**src/inc/adc_regs_cfg.svh**
```systemverilog
`ifndef ADC_REGS_CFG_SVH
`define ADC_REGS_CFG_SVH
`define ADDR_DEVICE_IDENTITY 8'h00
`define ADDR_MAIN_STATUS 8'h01
`define ADDR_RATE_FILTER_CONFIG 8'h02
`define ADDR_CONVERSION_CONTROL 8'h03
`define RST_MAIN_STATUS 8'h01
`define RST_RATE_FILTER_CONFIG 8'h24
`define RST_CONVERSION_CONTROL 8'h01
`define BIT_CHECK_ERROR 6
`define BIT_SECONDARY_ERROR 4
`define BIT_REF_ALARM 3
`define BIT_NEW_DATA 2
`define BIT_CLOCK_SOURCE 1
`define BIT_RESET_SEEN 0
`define BIT_RESERVED_HI 7
`define BIT_RESERVED_LO 5
`define RST_RATE_SELECT 5'h04
`define RST_FILTER_MODE 3'h3
`define RST_START_DELAY 4'h1
`define BIT_CONV_MODE 4
`define RATE_HI 7
`define RATE_LO 3
`define FILTER_HI 2
`define FILTER_LO 0
`define DELAY_HI 3
`define DELAY_LO 0
`define RATE_FAST_MIN 5'h0D
`define RATE_CLAMP_MIN 5'h10
`define RATE_TOP 5'h0F
`define NUM_REGS 4
`endif

```
**src/inc/adc_regs_pkg.sv**
```systemverilog
package adc_regs_pkg;
  typedef enum logic [2:0] {
    filt_sinc1,
    filt_sinc3,
    filt_sinc4,
    filt_fir,
    filt_sinc5,
    filt_reserved
  } filter_mode_e;
  typedef enum logic [1:0] {
    conv_idle,
    conv_delay,
    conv_run
  } conv_state_e;
endpackage

```
**src/hw/adc_status_mode_regs.sv**
```systemverilog
// Summary of operation
// - identity register is read-only: device code high nibble, revision low.
// - check error flag sets on bad command, host clears by writing zero.
// - secondary error summary is read-only, high while amplifier errors logged.
// - reference alarm bit resampled at each new conversion start.
// - new data flag high when held result is unread, cleared by data read.
// - clock source bit read-only: zero internal, one external.
// - reset flag is one after reset; host clears by writing zero.
// - main status at address one, resets to 01h.
// - rate select bits 7:3; codes 10000 upward mean the top rate.
// - filter select bits 2:0; FIR default, some codes reserved.
// - at 14.4 kSPS and above the filter is sinc5 regardless of bits.
// - rate and filter register at address two, resets to 24h.
// - conversion control at address three, resets 01h; mode and delay fields.
// - identity register at address zero.
// - mode bit zero runs continuous conversions, one runs single shots.
// - a changing write to either mode register restarts conversion.
`timescale 1ns/10ps
`default_nettype none
`include "adc_regs_cfg.svh"
module adc_status_mode_regs #(
  parameter logic [3:0] DEVICE_CODE = 4'hA, // arbitrary value
  parameter logic [3:0] REVISION_CODE = 4'h1, // arbitrary value
  parameter int DELAY_W = 16
) (
  // clock and reset
  input wire logic clk,
  input wire logic sys_rst,
  // register access from the command engine
  input wire logic chip_select_converter_n,
  input wire logic reg_wr,
  input wire logic reg_rd,
  input wire logic [7:0] reg_addr,
  input wire logic [7:0] reg_wdata,
  // events from the converter core
  input wire logic crc_error,
  input wire logic amp_error_logged,
  input wire logic reference_low_alarm,
  input wire logic ext_clock_sel,
  input wire logic conversion_done,
  input wire logic data_read,
  input wire logic start_pulse,
  input wire logic tick_en,
  // register read data
  output logic [7:0] reg_rdata,
  // to the converter core
  output logic [4:0] rate_select,
  output logic [2:0] filter_mode,
  output logic conversion_mode_select,
  output logic [3:0] start_delay,
  output logic conv_restart,
  output logic conv_start,
  output logic conv_active,
  output logic new_data_flag
);
  typedef struct packed {
    logic check_error;
    logic reserved7;
    logic reserved5;
    logic secondary_error;
    logic ref_alarm;
    logic new_data;
    logic clock_source;
    logic reset_seen;
    logic [7:0] rate_filter;
    logic [7:0] conv_ctrl;
    logic [7:0] rdata;
    logic restart;
    logic start;
    adc_regs_pkg::conv_state_e state;
  } regs_s;
  regs_s r_q, r_d;
  logic delay_done;

  conv_delay_timer #(
    .CNT_W(DELAY_W)
  ) u_delay (
    .clk(clk),
    .sys_rst(sys_rst),
    .tick_en(tick_en),
    .start(r_q.start),
    .delay_code(r_q.conv_ctrl[`DELAY_HI:`DELAY_LO]),
    .done(delay_done)
  );

  function automatic logic [2:0] eff_filter(input logic [7:0] cfg);
    logic [4:0] rate;
    adc_regs_pkg::filter_mode_e m;
    rate = cfg[`RATE_HI:`RATE_LO];
    case (cfg[`FILTER_HI:`FILTER_LO])
      3'h0: m = adc_regs_pkg::filt_sinc1;
      3'h2: m = adc_regs_pkg::filt_sinc3;
      3'h3: m = adc_regs_pkg::filt_sinc4;
      3'h4: m = adc_regs_pkg::filt_fir;
      default: m = adc_regs_pkg::filt_reserved;
    endcase
    if (rate >= `RATE_FAST_MIN) begin
      m = adc_regs_pkg::filt_sinc5;
    end
    return 3'(m);
  endfunction

  function automatic logic [4:0] eff_rate(input logic [7:0] cfg);
    logic [4:0] rate;
    rate = cfg[`RATE_HI:`RATE_LO];
    // every code from the clamp point upward is the same top rate
    if (rate >= `RATE_CLAMP_MIN) begin
      rate = `RATE_CLAMP_MIN;
    end
    return rate;
  endfunction

  function automatic logic [7:0] status_byte(input regs_s s);
    logic [7:0] b;
    b = 8'h00;
    b[`BIT_RESERVED_HI] = s.reserved7;
    b[`BIT_RESERVED_LO] = s.reserved5;
    b[`BIT_CHECK_ERROR] = s.check_error;
    b[`BIT_SECONDARY_ERROR] = s.secondary_error;
    b[`BIT_REF_ALARM] = s.ref_alarm;
    b[`BIT_NEW_DATA] = s.new_data;
    b[`BIT_CLOCK_SOURCE] = s.clock_source;
    b[`BIT_RESET_SEEN] = s.reset_seen;
    return b;
  endfunction

  logic wr_ok;
  logic rd_ok;
  logic new_conv;
  assign wr_ok = reg_wr && !chip_select_converter_n;
  assign rd_ok = reg_rd && !chip_select_converter_n;
  assign new_conv = r_q.start;

  always_comb begin
    r_d = r_q;
    r_d.restart = 1'b0;
    r_d.start = 1'b0;
    r_d.secondary_error = amp_error_logged;
    r_d.clock_source = ext_clock_sel;
    if (new_conv) begin
      r_d.ref_alarm = reference_low_alarm;
    end
    if (wr_ok) begin
      case (reg_addr)
        `ADDR_MAIN_STATUS: begin
          r_d.reserved7 = reg_wdata[`BIT_RESERVED_HI];
          r_d.reserved5 = reg_wdata[`BIT_RESERVED_LO];
          if (!reg_wdata[`BIT_CHECK_ERROR]) begin
            r_d.check_error = 1'b0;
          end
          if (!reg_wdata[`BIT_RESET_SEEN]) begin
            r_d.reset_seen = 1'b0;
          end
        end
        `ADDR_RATE_FILTER_CONFIG: begin
          r_d.rate_filter = reg_wdata;
          r_d.restart = reg_wdata != r_q.rate_filter;
        end
        `ADDR_CONVERSION_CONTROL: begin
          r_d.conv_ctrl = reg_wdata;
          r_d.restart = reg_wdata != r_q.conv_ctrl;
        end
        default: begin
        end
      endcase
    end
    // hardware sets come last so they win over a same-cycle clear
    if (crc_error && !chip_select_converter_n) begin
      r_d.check_error = 1'b1;
    end
    if (data_read) begin
      r_d.new_data = 1'b0;
    end
    if (conversion_done) begin
      r_d.new_data = 1'b1;
    end
    if (rd_ok) begin
      case (reg_addr)
        `ADDR_DEVICE_IDENTITY: r_d.rdata = {DEVICE_CODE, REVISION_CODE};
        `ADDR_MAIN_STATUS: r_d.rdata = status_byte(r_q);
        `ADDR_RATE_FILTER_CONFIG: r_d.rdata = r_q.rate_filter;
        `ADDR_CONVERSION_CONTROL: r_d.rdata = r_q.conv_ctrl;
        default: r_d.rdata = 8'h00;
      endcase
    end
    case (r_q.state)
      adc_regs_pkg::conv_idle: begin
        if (start_pulse || r_d.restart) begin
          r_d.start = 1'b1;
          r_d.state = adc_regs_pkg::conv_delay;
        end
      end
      adc_regs_pkg::conv_delay: begin
        if (r_d.restart) begin
          r_d.start = 1'b1;
        end else if (delay_done) begin
          r_d.state = adc_regs_pkg::conv_run;
        end
      end
      adc_regs_pkg::conv_run: begin
        if (r_d.restart) begin
          r_d.start = 1'b1;
          r_d.state = adc_regs_pkg::conv_delay;
        end else if (conversion_done) begin
          if (r_q.conv_ctrl[`BIT_CONV_MODE]) begin
            r_d.state = adc_regs_pkg::conv_idle;
          end else begin
            r_d.start = 1'b1;
            r_d.state = adc_regs_pkg::conv_delay;
          end
        end
      end
      default: r_d.state = adc_regs_pkg::conv_idle;
    endcase
  end

  always_ff @(posedge clk) begin
    if (sys_rst) begin
      r_q <= '0;
      r_q.reset_seen <= 1'b1;
      r_q.rate_filter <= `RST_RATE_FILTER_CONFIG;
      r_q.conv_ctrl <= `RST_CONVERSION_CONTROL;
      r_q.state <= adc_regs_pkg::conv_idle;
    end else begin
      r_q <= r_d;
    end
  end

  // registered copies so every output leaves a flip-flop
  logic [4:0] rate_q;
  logic [2:0] filt_q;
  logic [3:0] delay_q;
  logic mode_q;
  logic active_q;
  always_ff @(posedge clk) begin
    if (sys_rst) begin
      rate_q <= `RST_RATE_SELECT;
      filt_q <= `RST_FILTER_MODE;
      delay_q <= `RST_START_DELAY;
      mode_q <= 1'b0;
      active_q <= 1'b0;
    end else begin
      rate_q <= eff_rate(r_q.rate_filter);
      filt_q <= eff_filter(r_q.rate_filter);
      delay_q <= r_q.conv_ctrl[`DELAY_HI:`DELAY_LO];
      mode_q <= r_q.conv_ctrl[`BIT_CONV_MODE];
      active_q <= r_q.state != adc_regs_pkg::conv_idle;
    end
  end

  assign reg_rdata = r_q.rdata;
  assign rate_select = rate_q;
  assign filter_mode = filt_q;
  assign start_delay = delay_q;
  assign conversion_mode_select = mode_q;
  assign conv_active = active_q;
  assign conv_restart = r_q.restart;
  assign conv_start = r_q.start;
  assign new_data_flag = r_q.new_data;
endmodule
`default_nettype wire

```
**src/hw/conv_delay_timer.sv**
```systemverilog
`timescale 1ns/10ps
`default_nettype none
`include "adc_regs_cfg.svh"
// start-of-conversion delay counter, one enable per tick
module conv_delay_timer #(
  parameter int CNT_W = 16
) (
  // clock and reset
  input wire logic clk,
  input wire logic sys_rst,
  // control
  input wire logic tick_en,
  input wire logic start,
  input wire logic [3:0] delay_code,
  // status
  output logic done
);
  typedef struct packed {
    logic [CNT_W-1:0] cnt;
    logic busy;
    logic done;
  } timer_s;
  timer_s st_q, st_d;

  // delay grows roughly as a power of two of the code
  function automatic logic [CNT_W-1:0] load_of(input logic [3:0] code);
    logic [CNT_W-1:0] v;
    v = '0;
    v[code] = 1'b1;
    return v;
  endfunction

  always_comb begin
    st_d = st_q;
    st_d.done = 1'b0;
    if (start) begin
      st_d.cnt = load_of(delay_code);
      st_d.busy = 1'b1;
    end else if (st_q.busy && tick_en) begin
      if (st_q.cnt <= CNT_W'(1)) begin
        st_d.busy = 1'b0;
        st_d.done = 1'b1;
      end else begin
        st_d.cnt = st_q.cnt - CNT_W'(1);
      end
    end
  end

  always_ff @(posedge clk) begin
    if (sys_rst) begin
      st_q <= '0;
    end else begin
      st_q <= st_d;
    end
  end

  assign done = st_q.done;
endmodule
`default_nettype wire

```
**config.mk**
```make
export PLATFORM = sky130hd
export DESIGN_NAME = adc_status_mode_regs
export DESIGN_NICKNAME = d
export VERILOG_FILES = /design/src/inc/adc_regs_pkg.sv /design/src/hw/adc_status_mode_regs.sv /design/src/hw/conv_delay_timer.sv
export VERILOG_INCLUDE_DIRS = /design/src /design/src/inc
export SDC_FILE = /design/constraint.sdc
export NUM_CORES = 1
export LEC_CHECK = 0
export BUFFER_PORTS_ARGS = -buffer_cell sky130_fd_sc_hd__buf_4
export CORE_MARGIN = 5
export CORE_UTILIZATION = 45
export CTS_BUF_LIST = sky130_fd_sc_hd__clkbuf_8
export DETAILED_ROUTE_END_ITERATION = 6
export PLACE_DENSITY_LB_ADDON = 0.05
export SETUP_SLACK_MARGIN = 0.1
export SLEW_MARGIN = 40
export SYNTH_ARGS = -nofsm -noshare
export SYNTH_HDL_FRONTEND = slang
export SYNTH_SLANG_ARGS = --single-unit
```
**constraint.sdc**
```tcl
create_clock -name clk -period 3 [get_ports clk]
set_input_delay 0.3 -clock clk [delete_from_list [all_inputs] [get_ports clk]]
set_output_delay 0.3 -clock clk [all_outputs]
set_load 0.1 [all_outputs]
```
==> results of run 1 <==
-- report_power, final --
group,internal [mW],switching [mW]
clock network,0.388,0.375
registers,0.914,0.0121
logic,0.0715,0.128
-- Yosys cell counts, types with 6 or more instances --
| cell | instances |
|---|---|
| o22ai_1 | 11 |
| a21oi_1 | 32 |
| nor2b_1 | 13 |
| nor2_1 | 50 |
| xor2_1 | 7 |
| nand2_1 | 30 |
| dfxtp_1 | 68 |
| xnor2_1 | 6 |
| mux2i_1 | 13 |
| buf_4 | 11 |
| nand2b_1 | 7 |
| nor3_1 | 6 |
| inv_1 | 8 |
| clkbuf_1 | 11 |
| nand3_1 | 9 |
| o21ai_0 | 17 |
-- cells by family after synthesis --
| logic type | share of synthesized area [%] |
|---|---|
| buffers and inverters | 5.61 |
| AND/OR/NAND/NOR | 24.6 |
| adder cells (fa/ha/maj) | 0.743 |
| XOR/XNOR | 3.38 |
| multiplexers | 5.54 |
| AO/OA/AOI/OAI | 19.7 |
| flip-flops | 40.4 |
-- area by class of cell --
type | count | share of cell area, %
Multi-Input combinational cell | 291 | 46.1
Tap cell | 99 | 3.14
Inverter | 8 | 0.760
Clock inverter | 7 | 1.90
Timing Repair Buffer | 55 | 10.5
Sequential cell | 68 | 34.5
Clock buffer | 9 | 3.14
-- sequential cells by signal, indices dropped and copies added, names as in the netlist --
name	cells
u_delay.st_q	17
conv_start	1
r_q	25
filter_mode	3
conv_active	1
u_delay.done	1
reg_rdata	8
new_data_flag	1
conversion_mode_select	1
conv_restart	1
start_delay	4
rate_select	5
-- worst max-delay path: stages, from the launching register on --
cell     delay [ns]
dfxtp_1        0.36
or3_1          0.52
nor4_4         0.34
a21oi_2        0.13
nor2_2         0.50
o21ai_0        0.20
a21oi_1        0.17
-- routing by layer --
| metal | up-vias | share of wire [%] | GRT usage (%) |
|---|---|---|---|
| li1 | 1486 | - | - |
| met1 | 1385 | 46 | 25.3 |
| met2 | 60 | 49 | 31.6 |
| met3 | 11 | 3.5 | 3.33 |
| met4 | 0 | 1.7 | 8.41 |
| met5 | - | 0 | 0 |
-- cells in the final DEF, fill, tap and decap left out, types with 4 or more instances in the layout --
cell | synthesis | routed
a21oi_1 | 32 | 32
nor2_1 | 50 | 50
buf_4 | 11 | 55
nand3_1 | 9 | 9
xor2_1 | 7 | 7
xnor2_1 | 6 | 6
o21ai_0 | 17 | 17
o311ai_0 | 4 | 4
mux2i_1 | 13 | 13
nand2_1 | 30 | 30
nand4b_1 | 4 | 4
nor2b_1 | 13 | 13
a22oi_1 | 5 | 5
nand2b_1 | 7 | 7
a22o_1 | 5 | 5
inv_1 | 8 | 8
dfxtp_1 | 68 | 68
o21ai_1 | 5 | 5
clkbuf_8 | 0 | 9
o22ai_1 | 11 | 11
nand4_1 | 4 | 4
or3_1 | 5 | 5
mux2_2 | 5 | 5
nor3_1 | 6 | 6
-- per-stage QoR --
step,worst slack (ns),power [mW],hold WS [ns],cells,instance area (µm²)
after floorplan,0.697,1.07,0.417,397,3370
after global placement,0.664,1.14,0.446,521,3740
after detailed placement,0.667,1.14,0.451,521,3740
after CTS,0.738,1.92,0.147,537,3940
after global routing,0.612,1.97,0.163,537,3950
final,0.701,1.89,0.166,537,3950
-- path summary, 6_finish.rpt --
path                            slack, ns              from               to
worst max register to register       0.70  u_delay.st_q[10]  u_delay.st_q[5]
worst max-delay path                 0.70  u_delay.st_q[10]  u_delay.st_q[5]
worst min register to register       0.46      reg_rdata[7]     reg_rdata[7]
worst min-delay path                 0.17  amp_error_logged          r_q[32]
==> metrics.md, run 1 <==
| Metric | Value |
|---|---|
| Status | finished clean |
| Syn Inst Count | 397 |
| Number of synthesized flops with an enable pin | 0 |
| Drt first pass iters | 4 |
| Unrepaired setup endpoints after global routing | false |
| Initial antenna violation count | 0 |
| Required @ worst endpoint | around 3.3 ns |
| Area of the multi-input gates | between 1500 and 2000 µm² |
| Number of global-route vias before repair | 2841 |
| Port bufs | 53 |
| Worst-Margin Slew | about 0.7 ns |
| P&R area growth vs syn | 17.3% |
| Global-route wire length before repair | 14000 µm |
| CTS tree | done |
| Largest net degree at the start of global routing | between 60 and 70 |
| Vias per inst | roughly 5.5 |
| CTS H-tree depth | 3 |
| Hold path cells | 2 |
| Fillers | 724 |
| Vias | 2942 |
| Root buffer cell | clkbuf_8 |
| Sequential fraction of the synthesis area | 40.4% |
| Post-route ant nets | 0 |
| Area share of the leading cell type in the synthesized netlist | 40.4% |
| Post-DP HPWL | approximately 6000 µm |
| Post CTS Setup Buffer Count | 0 |
| CTS sink count | ~70 |
| Post-Route WL | 8540 µm |
| Largest cells by area after synthesis | dfxtp_1 40%, nor2_1 5.6%, a21oi_1 4.8%, mux2i_1 3.9%, nand2_1 3.3% |
| Flops & latches, synth | 68 |
| Reg2Reg Depth | 6 |
| Total clock buffers created by CTS | 9 |
| Ant diodes | 0 |
| Setup tns final | 0 ns |
| IO Pins | 54 |
| Layout cells sized above 1 | 20.5% |
| Mapped Nets | approximately 430 |
| Library cells used by synthesis | 57 |
| DIE AREA | 9310 µm² |
| Slew HR | a little over half |
| Class of the most critical setup path | reg -> reg |
| Final setup fails | 0 |
| Power density over cell area | ~480 nW/µm² |
| Max-slew violations | 0 |
| CP arrival | 2.56 ns |
| Reg clk slew, reported paths | 0.08 ns |
| Post-Syn Area | approximately 3400 µm² |
| Crit-path max FO | 14 |
| Register area | 1360 µm² |
| GRT overflow | 0 |
| Leading area contributor after synthesis | dfxtp_1 |
| Remaining DRCs | 0 |
| Clock latency on the worst-skew pair | 0.34 ns |
| Dominant synthesized flop cell | dfxtp_1 |
| Hold violation total from the final report | 0 |
| Post-synthesis async set-or-reset flop share | 0% |
| Wirelength per Cell | about 16 µm |
| Core area | 7250 µm² |
| GP Congestion | 0.885 |
| Std-Cell Rows | 31 |
| Nets@finish | approximately 460 |
| Util after Layout | 54.4% |
| CTS Hold Bufs | 0 |
| Max_cap viols | 0 |
| Max Clk Rate | approximately 430 MHz |
| Max Clock Skew | 0.00624 ns |
| Critical path endpoint category | flip-flop |
| Clk buf depth | 2 |
| Initial drt markers | 115 |
| Min-delay worst type | in -> reg |
| LEAKAGE | 1.57 nW |
| Cts repair resizes | 0 |
| Startpoint Class | flip-flop |
| Min cycle time layout | ~2.3 ns |
| Initial Utilization | 46.4% |
| Chip width | 96.5 µm |
| Ys Warns | 0 |
| Die H | around 96 µm |
| Worst IR Drop VDD | just over 0.3 mV |
| Tcrit/Tclk final | 76.6% |
| Mean Syn Cell Area | 8.48 µm² |
| GRT Overall Usage | roughly a fifth |
Note: power is estimated with default switching activity, not from simulation.
==> run 2, diff against run 1 <==
==> constraint.sdc (replaced) <==
create_clock -name clk -period 2.1 [get_ports clk]
set_input_delay 0.21 -clock clk [delete_from_list [all_inputs] [get_ports clk]]
set_output_delay 0.21 -clock clk [all_outputs]
set_load 0.1 [all_outputs]
==> metrics.md, run 2 (synthesized netlist as in run 1, its figures left out) <==
| Metric | Value |
|---|---|
| Number of global-route vias before repair | 2964 |
| Crit-path max FO | 5 |
| Buf/Inv on CP | 1 |
| Post CTS Setup Buffer Count | 0 |
| Crit-path cells | or3_1 > buf_4 > or3_1 > o311ai_1 > o31ai_1 |
| Critical path endpoint category | flip-flop |
| Clock latency on the worst-skew pair | 0.34 ns |
| GP Congestion | approximately 0.86 |
| Std-Cell Rows | 31 |
| Worst IR Drop VDD | roughly 0.38 mV |
| Initial Utilization | 46.4% |
| Final setup fails | 0 |
| Largest net degree at the start of global routing | 35 |
| Post-DP HPWL | approximately 6400 µm |
| GRT Overall Usage | ~20% |
| Fillers | 700 |
| Wirelength per Cell | 15.2 µm |
| WL met1 | 3810 µm |
| Reg-to-Reg End | u_delay.st_q[17] |
| LEAKAGE | approximately 1.7 nW |
| Max incr delay on CP | 0.44 ns |
| Global-route wire length before repair | about 14000 µm |
| Cell with the largest stage delay on the worst path | or3_1 |
| Max reg flops | 25 |
| Post-Route WL | 8550 µm |
| Cts repair resizes | 0 |
| Worst-Margin Slew | 0.371 ns |
| GRT overflow | 0 |
| Vias per inst | 5.41 |
| Slew HR | 75.0% |
| IO Pins | 54 |
| Min cycle time layout | 1.84 ns |
| Total clock buffers created by CTS | 9 |
| Setup tns final | 0 ns |
| Core area | 7250 µm² |
| Clk buf depth | 2 |
| Commonest cells after routing, fill and taps aside | 81 x buf_4, 67 x dfxtp_1, 50 x nor2_1 |
| Post-route ant nets | 0 |
| Class of the most critical setup path | reg -> reg |
| Min-delay worst type | in -> reg |
| Met2 wire len | roughly 4200 µm |
| Port bufs | 53 |
| Ant diodes | 0 |
| Layout cells sized above 1 | between 20 and 25% |
| Nets@finish | 490 |
| Hold path cells | 2 |
| Reg2Reg Setup Slack | 0.26 ns |
| Overall power | about 2.7 mW |
| Tcrit/Tclk final | roughly 88% |
| Hold violation total from the final report | 0 |
| Initial antenna violation count | 0 |
| CTS sink count | just under 70 |
| Top sig layer | met4 |
| DIE AREA | a little over 9000 µm² |
| Root buffer cell | clkbuf_8 |
| Largest delay share family, worst path | simple AND/OR/NAND/NOR gates |
| Top cell by count, worst path | or3_1 |
| Vias | 3043 |
| Reg-to-reg critical path startpoint | u_delay.st_q[11] |
| Chip width | 96.5 µm |
| Power density over cell area | 649 nW/µm² |
| Initial drt markers | 118 |
| Required @ worst endpoint | 2.32 ns |
| Max Clk Rate | around 540 MHz |
| Max-slew violations | 0 |
| CTS tree | done |
| Die H | 96.5 µm |
| Status | finished clean |
| Hold Path Origin | ext_clock_sel |
| Commonest non-fill, non-tap cell in the layout | buf_4 |
| Met3 wire length | 384 µm |
| Unrepaired setup endpoints after global routing | false |
| CP arrival | a little over 2 ns |
| P&R area growth vs syn | 22.8% |
| Max Clock Skew | about 0.0089 ns |
| Reg2Reg Depth | 5 |
| Drt first pass iters | 4 |
| Startpoint Class | flip-flop |
| Reg clk slew, reported paths | approximately 0.080 ns |
| Most flops, register | r_q |
| Max_cap viols | 0 |
| Hold EP | r_q[29] |
| CTS Hold Bufs | 0 |
| CTS H-tree depth | 3 |
| Remaining DRCs | 0 |
-- run 2: layout make-up --
cell class / count / area [µm²] / share of cell area (%)
Clock buffer: 10 / 138 / 3.33
Clock inverter: 5 / 53.8 / 1.30
Inverter: 8 / 30.0 / 0.726
Multi-Input combinational cell: 291 / 1820 / 44.0
Sequential cell: 68 / 1360 / 33.0
Tap cell: 99 / 124 / 3.00
Timing Repair Buffer: 81 / 608 / 14.7
-- run 2: power breakdown --
group          internal (mW)  switching [mW]
sequential              1.31          0.0119
combinational          0.127           0.190
clock                  0.568           0.482
-- run 2: metal layers --
metal | global-route usage, % | up-vias
met5 | 0 | -
met4 | 6.43 | 0
met3 | 4.96 | 10
met2 | 33.9 | 60
met1 | 24.5 | 1430
li1 | - | 1543
-- run 2: worst max path at each step --
stage,startpoint,to,cells after the start
CTS,u_delay.st_q[11],u_delay.st_q[10],6
finish,u_delay.st_q[11],u_delay.st_q[17],5
floorplan,conv_start,u_delay.st_q[2],6
detailed placement,reg_addr[3],r_q[0],7
global route,u_delay.st_q[11],u_delay.st_q[9],7
global placement,reg_addr[3],r_q[0],7
-- run 2: metrics by stage --
step                hold slack [ns]  setup WS [ns]  cells  util (%)  cell area (µm²)
floorplan                     0.327          0.101    397         -             3370
global placement              0.421         0.0271    547      54.3             3940
detailed placement            0.424      0.0000151    547      54.3             3940
CTS                          0.0552          0.183    562      57.0             4130
global route                 0.0630          0.112    562      57.0             4130
finish                       0.0745          0.258    562      57.0             4130
